File: src/logic/spi_byte_defines.svh
// Register offsets, field positions, reset values and rate codes for the
// legacy byte-oriented serial master. Definitions only.
`ifndef SPI_BYTE_DEFINES_SVH
`define SPI_BYTE_DEFINES_SVH

`define OFS_BYTE_DONE 12'h108
`define OFS_IRQ_SET 12'h304
`define OFS_IRQ_CLR 12'h308
`define OFS_ENABLE 12'h500
`define OFS_CLK_PSEL 12'h508
`define OFS_OUT_PSEL 12'h50c
`define OFS_IN_PSEL 12'h510
`define OFS_RX_BYTE 12'h518
`define OFS_TX_BYTE 12'h51c
`define OFS_BIT_RATE 12'h524
`define OFS_FORMAT 12'h554

`define IRQ_BIT 2
`define FMT_ORDER_BIT 0
`define FMT_PHASE_BIT 1
`define FMT_POL_BIT 2
`define ENABLE_ON 4'h1
`define PSEL_RESET 32'hffffffff
`define RATE_RESET 32'h10000000
`define RATE_125K 32'h02000000
`define RATE_250K 32'h04000000
`define RATE_500K 32'h08000000
`define RATE_1M 32'h10000000
`define RATE_2M 32'h20000000
`define RATE_4M 32'h40000000
`define RATE_8M 32'h80000000
// Half-bit times in system clocks (20 MHz); only the fastest code, 8M, gets 1
`define HALF_125K 8'h50
`define HALF_250K 8'h28
`define HALF_500K 8'h14
`define HALF_1M 8'h0a
`define HALF_2M 8'h05
`define HALF_4M 8'h02
`define HALF_8M 8'h01
// Short settle delay after last bit before the byte is delivered
`define DONE_DELAY 8'h02

`endif

File: src/logic/spi_byte_pkg.sv
// Types shared by the serial master: state encoding and state record.
// Does not use the constants header; widths of fields are written out here.
package spi_byte_pkg;

    typedef enum logic [1:0] {
        ST_IDLE,
        ST_SHIFT,
        ST_SETTLE
    } phase_e;

    typedef struct packed {
        logic [3:0] enable;
        logic irq_en;
        logic done_flag;
        logic [31:0] psel_clk;
        logic [31:0] psel_out;
        logic [31:0] psel_in;
        logic [31:0] rate;
        logic [2:0] fmt;
        logic [7:0] tx_q0;
        logic [7:0] tx_q1;
        logic [1:0] tx_cnt;
        logic [7:0] rx_reg;
        logic [7:0] rx_stage;
        logic rx_stage_v;
        logic [7:0] sh_tx;
        logic [7:0] sh_rx;
        logic [3:0] edges;
        logic [7:0] tick;
        phase_e phase;
        logic sck;
        logic mosi;
        logic sck_oe;
        logic mosi_oe;
        logic irq;
        logic ack;
        logic [31:0] rdat;
    } state_s;

endpackage

File: src/logic/spi_byte_master.sv
// Legacy byte-oriented serial master with a classic Wishbone slave port.
// Assumes an external slave on the serial lines; slave select is done by
// software on general-purpose pins. The slave input is sampled from an
// asynchronous pin and passes two flip-flops first.
//
// Contract
// [RL1] Write of first byte starts transfer
// [RL2] Two-deep transmit queue, written order kept
// [RL3] Each byte out shifts one byte in
// [RL4] Receive staging slot behind readable register
// [RL5] Byte-done raised on each receive delivery; code raises it only on delivery to the readable register
// [RL6] Read moves staged byte, fresh event
// [RL7] Idle when both transmit slots empty
// [RL8] Short delay before receive delivery
// [RL9] Software clears byte-done after every byte
// [RL10] No slave select output provided
// [RL11] All four clock modes supported
// [RL12] Pin selects hold 0..31, reset ones
// [RL13] Pin selects act only while enabled
// [RL14] Software sets pins before enabling
// [RL15] Clock pin must map to real pin
// [RL16] Shared registers keep values when disabled
// [RL17] Enable register value one enables block
// [RL18] Set and clear words gate interrupt
// [RL19] Byte-done register marks byte exchanged
// [RL20] Bit rate coded, resets to one megabit
// [RL21] Bit order field selects msb or lsb
// [RL22] Phase selects sampling edge
// [RL23] Polarity selects idle clock level
// [RL24] Flag sticks until zero written
// [RL25] Writes to full queue ignored
`timescale 1ns/10ps
`include "spi_byte_defines.svh"

module spi_byte_master #(
    parameter int ADDR_W = 12
) (
    // Clock and reset
    input wire logic clk_i,
    input wire logic rst_i,
    // Wishbone slave
    input wire logic cyc_i,
    input wire logic stb_i,
    input wire logic we_i,
    input wire logic [ADDR_W-1:0] adr_i,
    input wire logic [3:0] sel_i,
    input wire logic [31:0] dat_i,
    output logic [31:0] dat_o,
    output logic ack_o,
    // Serial lines
    output logic sck_o,
    output logic sck_oe_o,
    output logic mosi_o,
    output logic mosi_oe_o,
    input wire logic miso_i,
    // Interrupt request
    output logic irq_o
);

    // Elaboration check: the address must reach the highest offset
    if (ADDR_W < 12) begin : g_addr_too_narrow
        $error("ADDR_W must cover offsets up to 0x554");
    end

    // Half-bit time in clocks from the rate code; unknown codes run 1 Mbps
    function automatic logic [7:0] half_of(input logic [31:0] code);
        case (code)
            `RATE_125K: half_of = `HALF_125K;
            `RATE_250K: half_of = `HALF_250K;
            `RATE_500K: half_of = `HALF_500K;
            `RATE_2M: half_of = `HALF_2M;
            `RATE_4M: half_of = `HALF_4M;
            `RATE_8M: half_of = `HALF_8M;
            default: half_of = `HALF_1M;
        endcase
    endfunction

    // A pin select names a pin only with a value 0..31
    function automatic logic pin_ok(input logic [31:0] psel);
        pin_ok = (psel[31:5] == 27'h0);
    endfunction

    spi_byte_pkg::state_s r_r;
    spi_byte_pkg::state_s r_nxt;
    logic miso_s1_r;
    logic miso_s2_r;

    // Two-stage synchroniser for the slave input pin
    always_ff @(posedge clk_i) begin
        if (rst_i) begin
            miso_s1_r <= 1'b0;
            miso_s2_r <= 1'b0;
        end else begin
            miso_s1_r <= miso_i;
            miso_s2_r <= miso_s1_r;
        end
    end

    logic [ADDR_W-1:0] ofs;
    logic req;
    logic wr;
    logic rd;
    logic on;
    logic clock_polarity;
    logic clock_phase;
    logic lsb;
    logic bit_in;
    logic [7:0] half;
    logic [7:0] wbyte;

    assign ofs = {adr_i[ADDR_W-1:2], 2'b00};
    assign req = cyc_i && stb_i && !r_r.ack;
    assign wr = req && we_i;
    assign rd = req && !we_i;
    assign wbyte = sel_i[0] ? dat_i[7:0] : 8'h00;

    // Next-state logic for registers, queue and shifter
    always_comb begin
        r_nxt = r_r;
        // [RL17] enable field decode
        on = (r_r.enable == `ENABLE_ON);
        // [RL11] mode fields
        clock_polarity = r_r.fmt[`FMT_POL_BIT];
        clock_phase = r_r.fmt[`FMT_PHASE_BIT];
        lsb = r_r.fmt[`FMT_ORDER_BIT];
        half = half_of(r_r.rate);
        bit_in = pin_ok(r_r.psel_in) ? miso_s2_r : 1'b0;
        r_nxt.ack = req;
        r_nxt.rdat = 32'h0;

        // Register writes; byte lane 0 carries the narrow fields, pin selects and rate need all four lanes
        if (wr) begin
            case (ofs)
                // [RL24] only a zero write clears the flag
                `OFS_BYTE_DONE:
                    if (sel_i[0] && !dat_i[0]) r_nxt.done_flag = 1'b0;
                // [RL18] set and clear of interrupt enable
                `OFS_IRQ_SET:
                    if (sel_i[0] && dat_i[`IRQ_BIT]) r_nxt.irq_en = 1'b1;
                `OFS_IRQ_CLR:
                    if (sel_i[0] && dat_i[`IRQ_BIT]) r_nxt.irq_en = 1'b0;
                `OFS_ENABLE:
                    if (sel_i[0]) r_nxt.enable = dat_i[3:0];
                // [RL12] full 32-bit pin select words
                `OFS_CLK_PSEL: if (&sel_i) r_nxt.psel_clk = dat_i;
                `OFS_OUT_PSEL: if (&sel_i) r_nxt.psel_out = dat_i;
                `OFS_IN_PSEL: if (&sel_i) r_nxt.psel_in = dat_i;
                // [RL20] rate code word
                `OFS_BIT_RATE: if (&sel_i) r_nxt.rate = dat_i;
                `OFS_FORMAT: if (sel_i[0]) r_nxt.fmt = dat_i[2:0];
                // [RL2] queue write in order; [RL25] full queue ignores
                `OFS_TX_BYTE: begin
                    if (r_r.tx_cnt == 2'd0) begin
                        r_nxt.tx_q0 = wbyte;
                        r_nxt.tx_cnt = 2'd1;
                    end else if (r_r.tx_cnt == 2'd1) begin
                        r_nxt.tx_q1 = wbyte;
                        r_nxt.tx_cnt = 2'd2;
                    end
                end
                default: ;
            endcase
        end

        // Register reads
        if (rd) begin
            case (ofs)
                // [RL19] byte exchanged indication
                `OFS_BYTE_DONE: r_nxt.rdat = {31'h0, r_r.done_flag};
                `OFS_IRQ_SET, `OFS_IRQ_CLR:
                    r_nxt.rdat = {29'h0, r_r.irq_en, 2'b00};
                `OFS_ENABLE: r_nxt.rdat = {28'h0, r_r.enable};
                `OFS_CLK_PSEL: r_nxt.rdat = r_r.psel_clk;
                `OFS_OUT_PSEL: r_nxt.rdat = r_r.psel_out;
                `OFS_IN_PSEL: r_nxt.rdat = r_r.psel_in;
                `OFS_RX_BYTE: r_nxt.rdat = {24'h0, r_r.rx_reg};
                `OFS_TX_BYTE: r_nxt.rdat = {24'h0, r_r.tx_q0};
                `OFS_BIT_RATE: r_nxt.rdat = r_r.rate;
                `OFS_FORMAT: r_nxt.rdat = {29'h0, r_r.fmt};
                default: r_nxt.rdat = 32'h0;
            endcase
            // [RL6] reading hands over the staged byte with a new event
            if (ofs == `OFS_RX_BYTE && r_r.rx_stage_v) begin
                r_nxt.rx_reg = r_r.rx_stage;
                r_nxt.rx_stage_v = 1'b0;
                r_nxt.done_flag = 1'b1;
            end
        end

        // Serial engine
        case (r_r.phase)
            spi_byte_pkg::ST_IDLE: begin
                r_nxt.sck = clock_polarity;
                // [RL1] start on first queued byte while enabled
                if (on && r_r.tx_cnt != 2'd0) begin
                    r_nxt.sh_tx = r_r.tx_q0;
                    r_nxt.edges = 4'h0;
                    r_nxt.tick = 8'h0;
                    r_nxt.phase = spi_byte_pkg::ST_SHIFT;
                    // [RL22] phase 0 presents the first bit before any edge
                    if (!clock_phase) r_nxt.mosi = lsb ? r_r.tx_q0[0] : r_r.tx_q0[7];
                end
            end
            spi_byte_pkg::ST_SHIFT: begin
                if (!on) begin
                    r_nxt.phase = spi_byte_pkg::ST_IDLE;
                end else if (r_r.tick + 8'h1 >= half) begin
                    r_nxt.tick = 8'h0;
                    r_nxt.sck = ~r_r.sck;
                    r_nxt.edges = r_r.edges + 4'h1;
                    // [RL22] even edge index leads, odd trails
                    if (r_r.edges[0] == clock_phase) begin
                        // [RL3] sample edge shifts one bit in
                        r_nxt.sh_rx = lsb ? {bit_in, r_r.sh_rx[7:1]}
                                          : {r_r.sh_rx[6:0], bit_in};
                    end else if (clock_phase) begin
                        // [RL21] shift on leading edge, order chosen
                        r_nxt.mosi = lsb ? r_r.sh_tx[0] : r_r.sh_tx[7];
                        r_nxt.sh_tx = lsb ? {1'b0, r_r.sh_tx[7:1]}
                                          : {r_r.sh_tx[6:0], 1'b0};
                    end else if (r_r.edges != 4'hf) begin
                        r_nxt.sh_tx = lsb ? {1'b0, r_r.sh_tx[7:1]}
                                          : {r_r.sh_tx[6:0], 1'b0};
                        r_nxt.mosi = lsb ? r_r.sh_tx[1] : r_r.sh_tx[6];
                    end
                    if (r_r.edges == 4'hf) begin
                        r_nxt.phase = spi_byte_pkg::ST_SETTLE;
                    end
                end else begin
                    r_nxt.tick = r_r.tick + 8'h1;
                end
            end
            spi_byte_pkg::ST_SETTLE: begin
                // [RL8] short delay before delivery
                if (r_r.tick + 8'h1 >= `DONE_DELAY) begin
                    r_nxt.tick = 8'h0;
                    // [RL4] deliver to readable or staging slot
                    if (!r_r.done_flag && !r_r.rx_stage_v) begin
                        r_nxt.rx_reg = r_r.sh_rx;
                        // [RL5] event on each delivery to the readable register
                        r_nxt.done_flag = 1'b1;
                    end else begin
                        r_nxt.rx_stage = r_r.sh_rx;
                        r_nxt.rx_stage_v = 1'b1;
                    end
                    // [RL2] pop the sent byte, next one moves up
                    // A queue write in this same cycle is kept: it sits
                    // in the next-state copy of the second slot
                    r_nxt.tx_q0 = r_nxt.tx_q1;
                    r_nxt.tx_cnt = r_nxt.tx_cnt - 2'd1;
                    // [RL7] back to idle after every byte, restarts from idle if more are queued
                    r_nxt.phase = spi_byte_pkg::ST_IDLE;
                end else begin
                    r_nxt.tick = r_r.tick + 8'h1;
                end
            end
            default: r_nxt.phase = spi_byte_pkg::ST_IDLE;
        endcase

        // [RL23] clock idles at polarity level
        if (r_nxt.phase == spi_byte_pkg::ST_IDLE) r_nxt.sck = clock_polarity;
        // [RL13] pins drive only while enabled and mapped
        r_nxt.sck_oe = on && pin_ok(r_r.psel_clk);
        r_nxt.mosi_oe = on && pin_ok(r_r.psel_out);
        // [RL24] interrupt while flag and enable both set
        r_nxt.irq = r_nxt.done_flag && r_nxt.irq_en;
    end

    // State register; pin selects reset to all ones
    // [RL16] only reset clears registers, disabling keeps them
    always_ff @(posedge clk_i) begin
        if (rst_i) begin
            r_r <= '0;
            r_r.psel_clk <= `PSEL_RESET;
            r_r.psel_out <= `PSEL_RESET;
            r_r.psel_in <= `PSEL_RESET;
            r_r.rate <= `RATE_RESET;
            r_r.phase <= spi_byte_pkg::ST_IDLE;
        end else begin
            r_r <= r_nxt;
        end
    end

    // [RL10] no slave select among the outputs
    assign dat_o = r_r.rdat;
    assign ack_o = r_r.ack;
    assign sck_o = r_r.sck;
    assign sck_oe_o = r_r.sck_oe;
    assign mosi_o = r_r.mosi;
    assign mosi_oe_o = r_r.mosi_oe;
    assign irq_o = r_r.irq;

endmodule // spi_byte_master

File: config.mk
export PLATFORM = sky130hd
export DESIGN_NAME = spi_byte_master
export DESIGN_NICKNAME = d
export VERILOG_FILES = /design/src/logic/spi_byte_pkg.sv /design/src/logic/spi_byte_master.sv
export VERILOG_INCLUDE_DIRS = /design/src /design/src/logic
export SDC_FILE = /design/constraint.sdc
export NUM_CORES = 1
export LEC_CHECK = 0
export ABC_AREA = 1
export ABC_CLOCK_PERIOD_IN_PS = 5110
export BUFFER_PORTS_ARGS = -buffer_cell sky130_fd_sc_hd__buf_2
export CELL_PAD_IN_SITES_DETAIL_PLACEMENT = 1
export CELL_PAD_IN_SITES_GLOBAL_PLACEMENT = 2
export CORE_MARGIN = 3
export CORE_UTILIZATION = 38
export DETAILED_ROUTE_END_ITERATION = 10
export GPL_ROUTABILITY_DRIVEN = 0
export PLACE_DENSITY = 0.89
export SYNTH_ARGS = -nofsm -noshare
export SYNTH_HDL_FRONTEND = slang
export SYNTH_SLANG_ARGS = --single-unit
File: constraint.sdc
create_clock -name clk_i -period 5.11 [get_ports clk_i]
set_input_delay 0.511 -clock clk_i [delete_from_list [all_inputs] [get_ports clk_i]]
set_output_delay 0.511 -clock clk_i [all_outputs]
set_load 0.01 [all_outputs]
==> reports/qor.txt, run 1 <==
outcome -> finished, final reports clean
Post-Synthesis Cells -> 1443
root buf cell -> clkbuf_16
DR WL/cell -> 18.9 µm
Setup violations, final -> 0
Yosys warnings -> 0
syn_nets -> 1514
Power per Cell Area -> 327 nW/µm²
post-synthesis sequential area ratio -> 43.1%
delay-heaviest family, CP -> simple AND/OR/NAND/NOR gates
vias in the first global route -> 10500
HP Start -> miso_i
initial antenna violation count -> 0
Crit. Startpoint -> r_r[114]
layout cell share with drive strength beyond 1 -> 16.2%
Buf+Inv Stages, Crit Path -> 2
Die ar. -> 31700 µm²
clk_lat worst skew -> 550 ps
Max-Cap Viols -> 0
1st-iter DRT viols -> 679
DRT Wirelength -> 35400 µm
first-pass GRT wire length -> 56900 µm
largest net degree at the start of global routing -> 89
hold crit path type -> primary input to register
GR Util All Layers -> 22.3%
worst path arrival time -> 4050 ps
CP Max Fanout -> 14
FF-to-FF Start -> r_r[114]
CP required -> 5590 ps
clock buffer count from CTS -> 29
post-cts hold buffer count -> 0
Rows -> 62
post-route ant nets -> 0
DR vias/cell -> 5.48
fin area -> 12700 µm²
crit path launch type -> register
H-tree Lvls -> 1
Final period util -> 69.9%
slowest cell on the critical path -> nor4_1
Worst-Margin Slew -> 1070 ps
Final Hold Viols -> 0
Setup TNS -> 0 ps
worst-path cell chain -> nor3_1 > nor3b_1 > nand2_1 > nor4_1 > nor2_1 > nand3b_1 > ha_1 > nand2_1 > nand2_1 > nand2_1 > nand2_1 > nand2_1 > nand2_1 > nand2_1 > nand2_4 > nand3_2 > inv_2 > nand2_2 > inv_2 > o21ai_0 > a31oi_1
final core utilization -> 43.8%
FF+latch count, synth -> 242
Yosys top cell by area -> dfxtp_1
ANT cells -> 0
setup ws final -> 1540 ps
Yosys top cell area share -> 43.1%
crit-path max cell delay -> 390 ps
Initial Util -> 38.9%
# IOs -> 92
worst-case clock buffer depth -> 3
Worst Skew -> 18.1 ps
min cycle time layout -> 3570 ps
max_slew headroom -> 28.9%
pre-CTS setup slack -> 1500 ps
Die Ht -> 178 µm
max-slew violation total from the final report -> 0
I/O Buffers -> 89
Area after DPL -> 11700 µm²
Worst Hold Slack -> 226 ps
unrepaired setup endpoints after global routing -> no
post_cts resized -> 0
Async SR Flop Fraction -> 0%
Worst setup EP type -> register
area grow syn2layout -> 12.8%
Fmax -> 280 MHz
Post-CTS Setup Bufs -> 0
Post-synth EDFFs -> 0
crit-path most repeated cell -> nand2_1
Avg Inst Size Synth -> 7.79 µm²
Lkg Pwr -> 0.00552 µW
Yosys cell types -> 55
Post-Syn Area -> 11200 µm²
Die Wd -> 178 µm
CTS clk-pin slew, worst paths -> 60 ps
CTS tree -> built
drc violations -> 0
Setup CP Type -> register to register
IR drop worst, VDD -> 0.245 mV
grt total ovfl -> 0
Layout Nets -> 1539
post-DP HPWL -> 24100 µm
drt pass-1 iters -> 5
clk sinks -> 242
top post-synthesis cells by area -> dfxtp_1 43%, nand2_1 10%, o211ai_1 6.5%
core area -> 28900 µm²
fillcell total -> 3541
routed vias -> 10300
top_reg_cell synth -> dfxtp_1
placed cells by master (no fill, tap or decap), types with 9 or more instances in the layout:
master / Yosys / routed
clkbuf_16: 0 / 29
nor2_1: 94 / 94
nand4_1: 21 / 21
clkinv_2: 1 / 9
nor3_1: 13 / 13
nand2_1: 310 / 308
nand2_2: 11 / 13
o211ai_1: 97 / 97
nand3_1: 37 / 37
dfxtp_1: 242 / 242
inv_1: 132 / 131
a41oi_2: 17 / 17
o21ai_0: 79 / 79
buf_4: 36 / 10
a221oi_1: 14 / 14
nor4_1: 19 / 19
o22ai_1: 10 / 10
a21oi_1: 96 / 96
buf_2: 13 / 89
ha_1: 17 / 17
clkbuf_8: 0 / 10
nor2_2: 11 / 10
inv_2: 18 / 18
o21ai_1: 29 / 29
Yosys cell counts (2+ instances only):
cell	n
nand2_1	310
dfxtp_1	242
inv_1	132
o211ai_1	97
a21oi_1	96
nor2_1	94
o21ai_0	79
clkbuf_1	49
nand3_1	37
buf_4	36
o21ai_1	29
nand4_1	21
nor4_1	19
inv_2	18
a41oi_2	17
ha_1	17
a221oi_1	14
buf_2	13
nor3_1	13
nand2_2	11
nor2_2	11
o22ai_1	10
a31oi_1	8
a211oi_2	7
nand3_2	6
a41oi_1	5
buf_6	5
a211oi_1	4
mux2i_1	4
clkinv_1	3
nor2_4	3
o21ai_2	3
xor2_1	3
buf_1	2
nand2_4	2
nand3b_1	2
o21bai_1	2
o221ai_1	2
cells by family after synthesis:
logic type,Yosys count,share of synthesized area (%)
fa+ha+maj,17,1.89
xor+xnor,5,0.456
buf+inv,260,10.4
mux,4,0.356
simple gates,539,21.5
flops,242,43.1
compound gates,376,22.3
worst paths after layout:
kind	endpoint	slack [ps]	cells past startpoint
worst min register to register	miso_s2_r	410	2
worst max-delay path	r_r[56]	1540	21
worst max register to register	r_r[56]	1540	21
worst min-delay path	miso_s1_r	230	3
through the flow:
| step | power [µW] | std cells |
|---|---|---|
| finish | 4150 | 1874 |
| global placement | 2030 | 1821 |
| global route | 4280 | 1874 |
| CTS | 4180 | 1874 |
| detailed placement | 2040 | 1821 |
| floorplan | 1980 | 1443 |
where the power goes:
| group | leakage, µW | switching [µW] | internal (µW) |
|---|---|---|---|
| sequential | 0.00195 | 0.363 | 1890 |
| clock | 0.000510 | 824 | 1330 |
| combinational | 0.00306 | 81.0 | 24.6 |
| total | 0.00552 | 905 | 3240 |
sequential cells by signal, summed over array words and instances, names as in the netlist:
name	cells
r_r	199
dat_o	32
ack_o	1
clock_phase	1
clock_polarity	1
irq_o	1
lsb	1
miso_s1_r	1
miso_s2_r	1
mosi_o	1
mosi_oe_o	1
sck_o	1
sck_oe_o	1
cell type report:
class	count	area [µm²]	area share, %
Timing Repair Buffer	99	520	4.10
Inverter	155	588	4.64
Tap cell	384	480	3.79
Clock buffer	41	871	6.87
Multi-Input combinational cell	941	5240	41.3
Sequential cell	242	4840	38.2
Clock inverter	12	139	1.09
worst register-to-register path: stages, from the launching register on:
cell and delay, ps:
dfxtp_1 330, nor3_1 230, nor3b_1 340, nand2_1 270, nor4_1 400, nor2_1 120, nand3b_1 120, ha_1 140
nand2_1 50, nand2_1 50, nand2_1 40, nand2_1 50, nand2_1 40, nand2_1 50, nand2_1 100, nand2_4 140
nand3_2 240, inv_2 200, nand2_2 90, inv_2 190, o21ai_0 110, a31oi_1 190
per-layer routing:
layer  track usage [%]  wire [µm]  vias to the layer above  part of all wire [%]
met5                 0          0                        -                     0
met2              37.3      16400                      212                    46
met4              6.15        964                        0                   2.7
met3              2.66       1510                       61                   4.3
met1              30.5      16500                     5054                    47
li1                  -          -                     4943                     -
No activity file was read; power rests on OpenSTA's default activity.
==> inputs of run 2 (changes only) <==
--- a/config.mk
+++ b/config.mk
@@ -7,15 +7,15 @@
 export NUM_CORES = 1
 export LEC_CHECK = 0
 export ABC_AREA = 1
-export ABC_CLOCK_PERIOD_IN_PS = 5110
+export ABC_CLOCK_PERIOD_IN_PS = 3120
 export BUFFER_PORTS_ARGS = -buffer_cell sky130_fd_sc_hd__buf_2
 export CELL_PAD_IN_SITES_DETAIL_PLACEMENT = 1
 export CELL_PAD_IN_SITES_GLOBAL_PLACEMENT = 2
 export CORE_MARGIN = 3
-export CORE_UTILIZATION = 38
+export CORE_UTILIZATION = 32
 export DETAILED_ROUTE_END_ITERATION = 10
 export GPL_ROUTABILITY_DRIVEN = 0
-export PLACE_DENSITY = 0.89
+export PLACE_DENSITY = 0.81
 export SYNTH_ARGS = -nofsm -noshare
 export SYNTH_HDL_FRONTEND = slang
 export SYNTH_SLANG_ARGS = --single-unit
==> constraint.sdc (replaced) <==
create_clock -name clk_i -period 3.12 [get_ports clk_i]
set_input_delay 0.312 -clock clk_i [delete_from_list [all_inputs] [get_ports clk_i]]
set_output_delay 0.312 -clock clk_i [all_outputs]
set_load 0.01 [all_outputs]
==> run 2 against run 1 <==
Net effect:
- sequential share of layout area down 1.5 points
- via count rose by 0.16%
- register-to-register slack worse by 1300 ps
- routed wire length rose by 3.1%
- final cell count increased by 5.8%
- clock skew is 2.5 ps higher
- sequential cell count unchanged
- first-iteration DRC count fell by 33%
- critical path type unchanged
- core utilization shrank 5.7 points
- global-route usage is 3.5 points lower
- non-clock buffer count up 35
==> reports/qor.txt, run 2 (same netlist as run 1, synthesis figures left out) <==
outcome -> finished, final reports clean
Power per Cell Area -> 513 nW/µm² (+57%)
GR Util All Layers -> 18.8% (-3.5 points)
FF-to-FF Start -> r_r[114]
worst path arrival time -> 3420 ps (-630 ps)
first-pass GRT wire length -> 57800 µm (+1.7%)
DR vias/cell -> 5.19 (-5.3%)
Initial Util -> 32.5% (-6.4 points)
worst-path cell chain -> nor3_2 > nor3b_2 > buf_4 > nand2_4 > nor4_2 > nor2_2 > buf_4 > ha_1 > a21oi_1 > o21bai_1 > nor2_2 > nand2_4 > buf_6 > o21ai_4 > a31oi_4 > a211oi_2
CTS tree -> built
max_slew headroom -> 52.0% (+23 points)
min cycle time layout -> 2930 ps (-647 ps)
Area after DPL -> 12000 µm² (+2.9%)
number of flip-flops in the largest register -> 199 (unchanged)
CP Max Fanout -> 7 (-7)
core area -> 34600 µm² (+20%)
DRT Wirelength -> 36500 µm (+3.1%)
largest net degree at the start of global routing -> 148 (+66%)
drt pass-1 iters -> 5 (unchanged)
CTS clk-pin slew, worst paths -> 60 ps (about the same)
area grow syn2layout -> 17.5%
post-DP HPWL -> 25500 µm (+5.6%)
Max-Cap Viols -> 0 (unchanged)
Final period util -> 93.8% (+24 points)
Critical R2R Capture -> r_r[40]
worst-case clock buffer depth -> 3 (unchanged)
grt total ovfl -> 0 (unchanged)
post-route ant nets -> 0 (unchanged)
commonest non-fill, non-tap cell in the layout -> nand2_1
vias in the first global route -> 10400 (-0.96%)
fillcell total -> 4184 (+18%)
routed vias -> 10300 (+0.16%)
1st-iter DRT viols -> 458 (-33%)
Die Wd -> 193 µm (+8.7%)
fin area -> 13200 µm² (+4.2%)
DR WL/cell -> 18.4 µm (-2.5%)
Die ar. -> 37400 µm² (+18%)
Crit. Startpoint -> r_r[114]
largest register by flop count -> r_r
CP required -> 3610 ps (-1980 ps)
drc violations -> 0 (unchanged)
Worst Skew -> 20.6 ps (+2.46 ps)
unrepaired setup endpoints after global routing -> yes
reg2reg setup slack -> 190 ps (-1340 ps)
IR drop worst, VDD -> 0.374 mV (+53%)
initial antenna violation count -> 0 (unchanged)
Design Power -> 6780 µW (+64%)
hold crit path type -> primary input to register
clock buffer count from CTS -> 29 (unchanged)
critical path endpoint -> r_r[40]
final core utilization -> 38.2% (-5.7 points)
# IOs -> 92 (unchanged)
I/O Buffers -> 89 (unchanged)
most frequent cells in the layout -> 306 x nand2_1, 236 x dfxtp_1, 129 x inv_1
slowest cell on the critical path -> dfxtp_2
Die Ht -> 193 µm (+8.7%)
Final Hold Viols -> 0 (unchanged)
reg2reg path depth -> 16 (-24%)
Fmax -> 342 MHz (+22%)
H-tree Lvls -> 1 (unchanged)
Rows -> 68 (+9.7%)
crit-path max cell delay -> 330 ps (-60 ps)
max-slew violation total from the final report -> 0 (unchanged)
crit path launch type -> register
Setup TNS -> 0 ps (unchanged)
layout cell share with drive strength beyond 1 -> 19.6% (+3.4 points)
clk_lat worst skew -> 570 ps (+20 ps)
Worst-Margin Slew -> 720 ps (-346 ps)
Layout Nets -> 1575 (+2.3%)
Lkg Pwr -> 0.00573 µW (+3.7%)
ANT cells -> 0 (unchanged)
Setup CP Type -> register to register
Setup violations, final -> 0 (unchanged)
Worst setup EP type -> register
clk sinks -> 242 (unchanged)
root buf cell -> clkbuf_16
## run 2: what timing repair did
item,CTS,global route
hold buffers,2,0
buffers inserted,0,2
pin swaps,0,7
gates cloned,0,2
setup endpoints to repair,21,28
resized for setup,4,41
hold endpoints to repair,2,0
## run 2: power breakdown
part	switching (µW)	internal, µW
Clock	1390	2120
Sequential	1.59	3090
Combinational	135	43.8
Total	1530	5250
## run 2: how the worst min path moves through the flow
stage	endpoint	depth (start not counted)	slack, ps	startpoint
final	r_r[117]	3	50	dat_i[11]
after global routing	r_r[119]	3	60	dat_i[13]
after CTS	r_r[121]	3	30	dat_i[15]
after detailed placement	r_r[71]	2	460	r_r[71]
after global placement	r_r[74]	2	450	r_r[74]
after floorplan	miso_s2_r	2	390	miso_s1_r
## run 2: routing by layer
layer | up-vias | wire (µm) | global-route usage (%)
met5 | - | 0 | 0
met4 | 0 | 754 | 4.50
met1 | 5073 | 17100 | 25.1
li1 | 5012 | - | -
met3 | 48 | 1300 | 2.51
met2 | 153 | 17400 | 32.4
## run 2: worst max-delay path, delay by kind of cell, from the launching register on
family	cells	cell delay (ps)
buf+inv	3	440
compound gates	5	780
flops	1	330
simple gates	7	1140
fa+ha+maj	1	180
## run 2: cell type report
cell class	instances	area, µm²	share of cell area [%]
Multi-Input combinational cell	941	5350	40.5
Sequential cell	242	4850	36.7
Clock buffer	44	882	6.67
Timing Repair Buffer	134	838	6.34
Inverter	155	598	4.53
Tap cell	455	569	4.31
Clock inverter	10	121	0.918
Timing Repair inverter	1	6.26	0.0473
## run 2: metrics by stage
stage	setup slack (ps)	hold WS (ps)	instances
after floorplan	533	388	1443
after global placement	-38.2	450	1922
after detailed placement	-129	456	1922
after CTS	26.0	27.1	1978
after global routing	-58.2	64.1	1982
final	193	48.3	1982
==> inputs of run 3 (changes only) <==
--- a/config.mk
+++ b/config.mk
@@ -8,12 +8,12 @@
 export LEC_CHECK = 0
 export ABC_AREA = 1
 export ABC_CLOCK_PERIOD_IN_PS = 3120
-export BUFFER_PORTS_ARGS = -buffer_cell sky130_fd_sc_hd__buf_2
 export CELL_PAD_IN_SITES_DETAIL_PLACEMENT = 1
 export CELL_PAD_IN_SITES_GLOBAL_PLACEMENT = 2
 export CORE_MARGIN = 3
-export CORE_UTILIZATION = 32
+export CORE_UTILIZATION = 34
 export DETAILED_ROUTE_END_ITERATION = 10
+export DONT_BUFFER_PORTS = 1
 export GPL_ROUTABILITY_DRIVEN = 0
 export PLACE_DENSITY = 0.81
 export SYNTH_ARGS = -nofsm -noshare
==> run 3 against run 2 <==
Net effect:
- clock power grew 6.0%
- sequential power barely moved
- clock skew is 5.0 ps higher
- power up 2.8%
- count of clock-buffer cells in the layout shrank 4
- routed wire length decreased by 0.51%
- global-route usage is 1.4 points higher
- sequential cell count is the same
- non-clock buffer count fell by 69
- combinational power shrank 13%
- cell area fell by 1.2%
- critical endpoint is now r_r[48]
==> reports/qor.txt, run 3 (same netlist as run 1, synthesis figures left out) <==
layout cell share with drive strength beyond 1 -> 14.4% (-5.2 points)
clk_lat worst skew -> 550 ps (-20 ps)
worst path arrival time -> 3470 ps (+50 ps)
initial antenna violation count -> 0 (unchanged)
Setup TNS -> 0 ps (unchanged)
outcome -> finished, final reports clean
I/O Buffers -> 0 (-100%)
reg2reg path depth -> 24 (+8)
FF-to-FF Start -> r_r[114]
slowest cell on the critical path -> dfxtp_1
Setup violations, final -> 0 (unchanged)
crit-path most repeated cell -> nand2_1
CTS tree -> built
H-tree Lvls -> 1 (unchanged)
hold depth -> 2 (-1)
Design Power -> 6970 µW (+2.8%)
Power per Cell Area -> 534 nW/µm² (+4.1%)
max-slew violation total from the final report -> 0 (unchanged)
IR drop worst, VDD -> 0.485 mV (+30%)
worst-path cell chain -> nor3_2 > nor3b_2 > buf_4 > nand2_1 > buf_6 > inv_1 > nand4_1 > inv_1 > nor2_2 > nand3b_1 > ha_1 > nand2_1 > nand2_1 > nand2_1 > nand2_1 > nand2_1 > nand2_1 > nand2_2 > nand2_4 > nand3_4 > buf_4 > a21oi_1 > o21ai_0 > a31oi_1
Cell Count, Final, Fillers Out -> 1890 (-4.6%)
Worst Skew -> 25.5 ps (+4.97 ps)
routed vias -> 9997 (-2.8%)
pre-CTS setup slack -> -107 ps (+22.0 ps)
final core utilization -> 40.7% (+2.6 points)
crit path launch type -> register
HP Start -> dat_i[19]
Setup CP Type -> register to register
core area -> 32000 µm² (-7.5%)
placed cells -> 1809 (-5.9%)
vias in the first global route -> 10200 (-1.8%)
clk sinks -> 242 (unchanged)
CP required -> 3570 ps (-40 ps)
Hold Path End -> r_r[125]
GR Util All Layers -> 20.3% (+1.4 points)
commonest non-fill, non-tap cell in the layout -> nand2_1
max_slew headroom -> 49.1% (-3.0 points)
CP Max Fanout -> 8 (+1)
setup ws final -> 99.8 ps (-93.0 ps)
Die ar. -> 35300 µm² (-5.7%)
Buf+Inv Stages, Crit Path -> 5 (+2)
Final period util -> 96.8% (+3.0 points)
drt pass-1 iters -> 5 (unchanged)
root buf cell -> clkbuf_16
Worst setup EP type -> register
area grow syn2layout -> 16.1%
clock buffer count from CTS -> 28 (-3.4%)
Worst-Margin Slew -> 764 ps (+44.5 ps)
number of flip-flops in the largest register -> 199 (unchanged)
delay-heaviest family, CP -> simple AND/OR/NAND/NOR gates
ANT cells -> 0 (unchanged)
drc violations -> 0 (unchanged)
post-DP HPWL -> 24800 µm (-2.8%)
DRT Wirelength -> 36300 µm (-0.51%)
DR vias/cell -> 5.29 (+1.9%)
Critical R2R Capture -> r_r[48]
grt total ovfl -> 0 (unchanged)
CTS clk-pin slew, worst paths -> 60 ps (about the same)
Layout Nets -> 1505 (-4.4%)
Max-Cap Viols -> 0 (unchanged)
first-pass GRT wire length -> 58000 µm (+0.21%)
worst-case clock buffer depth -> 3 (unchanged)
largest register by flop count -> r_r
reg2reg setup slack -> 100 ps (-90 ps)
Die Wd -> 188 µm (-2.9%)
unrepaired setup endpoints after global routing -> yes
Final Hold Viols -> 0 (unchanged)
Rows -> 65 (-4.4%)
post-route ant nets -> 0 (unchanged)
min cycle time layout -> 3020 ps (+93.0 ps)
Die Ht -> 188 µm (-2.9%)
Lkg Pwr -> 0.00546 µW (-4.7%)
crit-path max cell delay -> 340 ps (about the same)
hold crit path type -> primary input to register
DR WL/cell -> 19.2 µm (+4.3%)
# IOs -> 92 (unchanged)
Fmax -> 331 MHz (-3.1%)
1st-iter DRT viols -> 710 (+55%)
Initial Util -> 35.1% (+2.6 points)
largest net degree at the start of global routing -> 165 (+11%)
most frequent cells in the layout -> 305 x nand2_1, 233 x dfxtp_1, 131 x inv_1
-- run 3: per-layer routing --
layer / up-vias / part of all wire, % / global-route usage (%)
li1: 4877 / - / -
met1: 4909 / 48 / 28.6
met3: 51 / 3.7 / 2.95
met5: - / 0 / 0
met4: 0 / 2.4 / 4.96
met2: 160 / 46 / 32.6
-- run 3: per-stage QoR --
step	hold slack [ps]	instance area, µm²
2_1_floorplan	388	11200
3_3_place_gp	389	11500
3_5_place_dp	391	11500
4_1_cts	0.737	12900
5_1_grt	22.1	13100
6_report	19.3	13100
-- run 3: timing repair --
item,in CTS,in global routing
setup buffers,0,3
cloned,0,2
hold buffers,25,0
hold endpoints to repair,66,0
endpoints found under the setup margin,20,29
pin swaps,0,12
gates resized for setup,4,39
-- run 3: layout make-up --
type                            instances  area (µm²)
Clock buffer                           40         857
Inverter                              155         596
Tap cell                              435         544
Clock inverter                         11         205
Multi-Input combinational cell        941        5350
Sequential cell                       242        4860
Timing Repair inverter                  1        6.26
Fill cell                            3902       19000
Timing Repair Buffer                   65         643
-- run 3: worst max-delay path by stage --
stage	start	end	slack, ps	cells after the start
2_1_floorplan	r_r[134]	r_r[52]	530	23
3_3_place_gp	r_r[114]	r_r[56]	-20	23
3_5_place_dp	r_r[114]	r_r[54]	-110	23
4_1_cts	r_r[115]	r_r[54]	20	25
5_1_grt	r_r[129]	r_r[62]	-170	22
6_report	r_r[114]	r_r[48]	100	24
-- run 3: power by group --
part	total, µW	leakage, µW	switching [µW]	internal, µW
Sequential	3090	0.00196	1.19	3090
Combinational	156	0.00297	114	42.2
Clock	3720	0.000529	1330	2390
Total	6970	0.00546	1450	5520
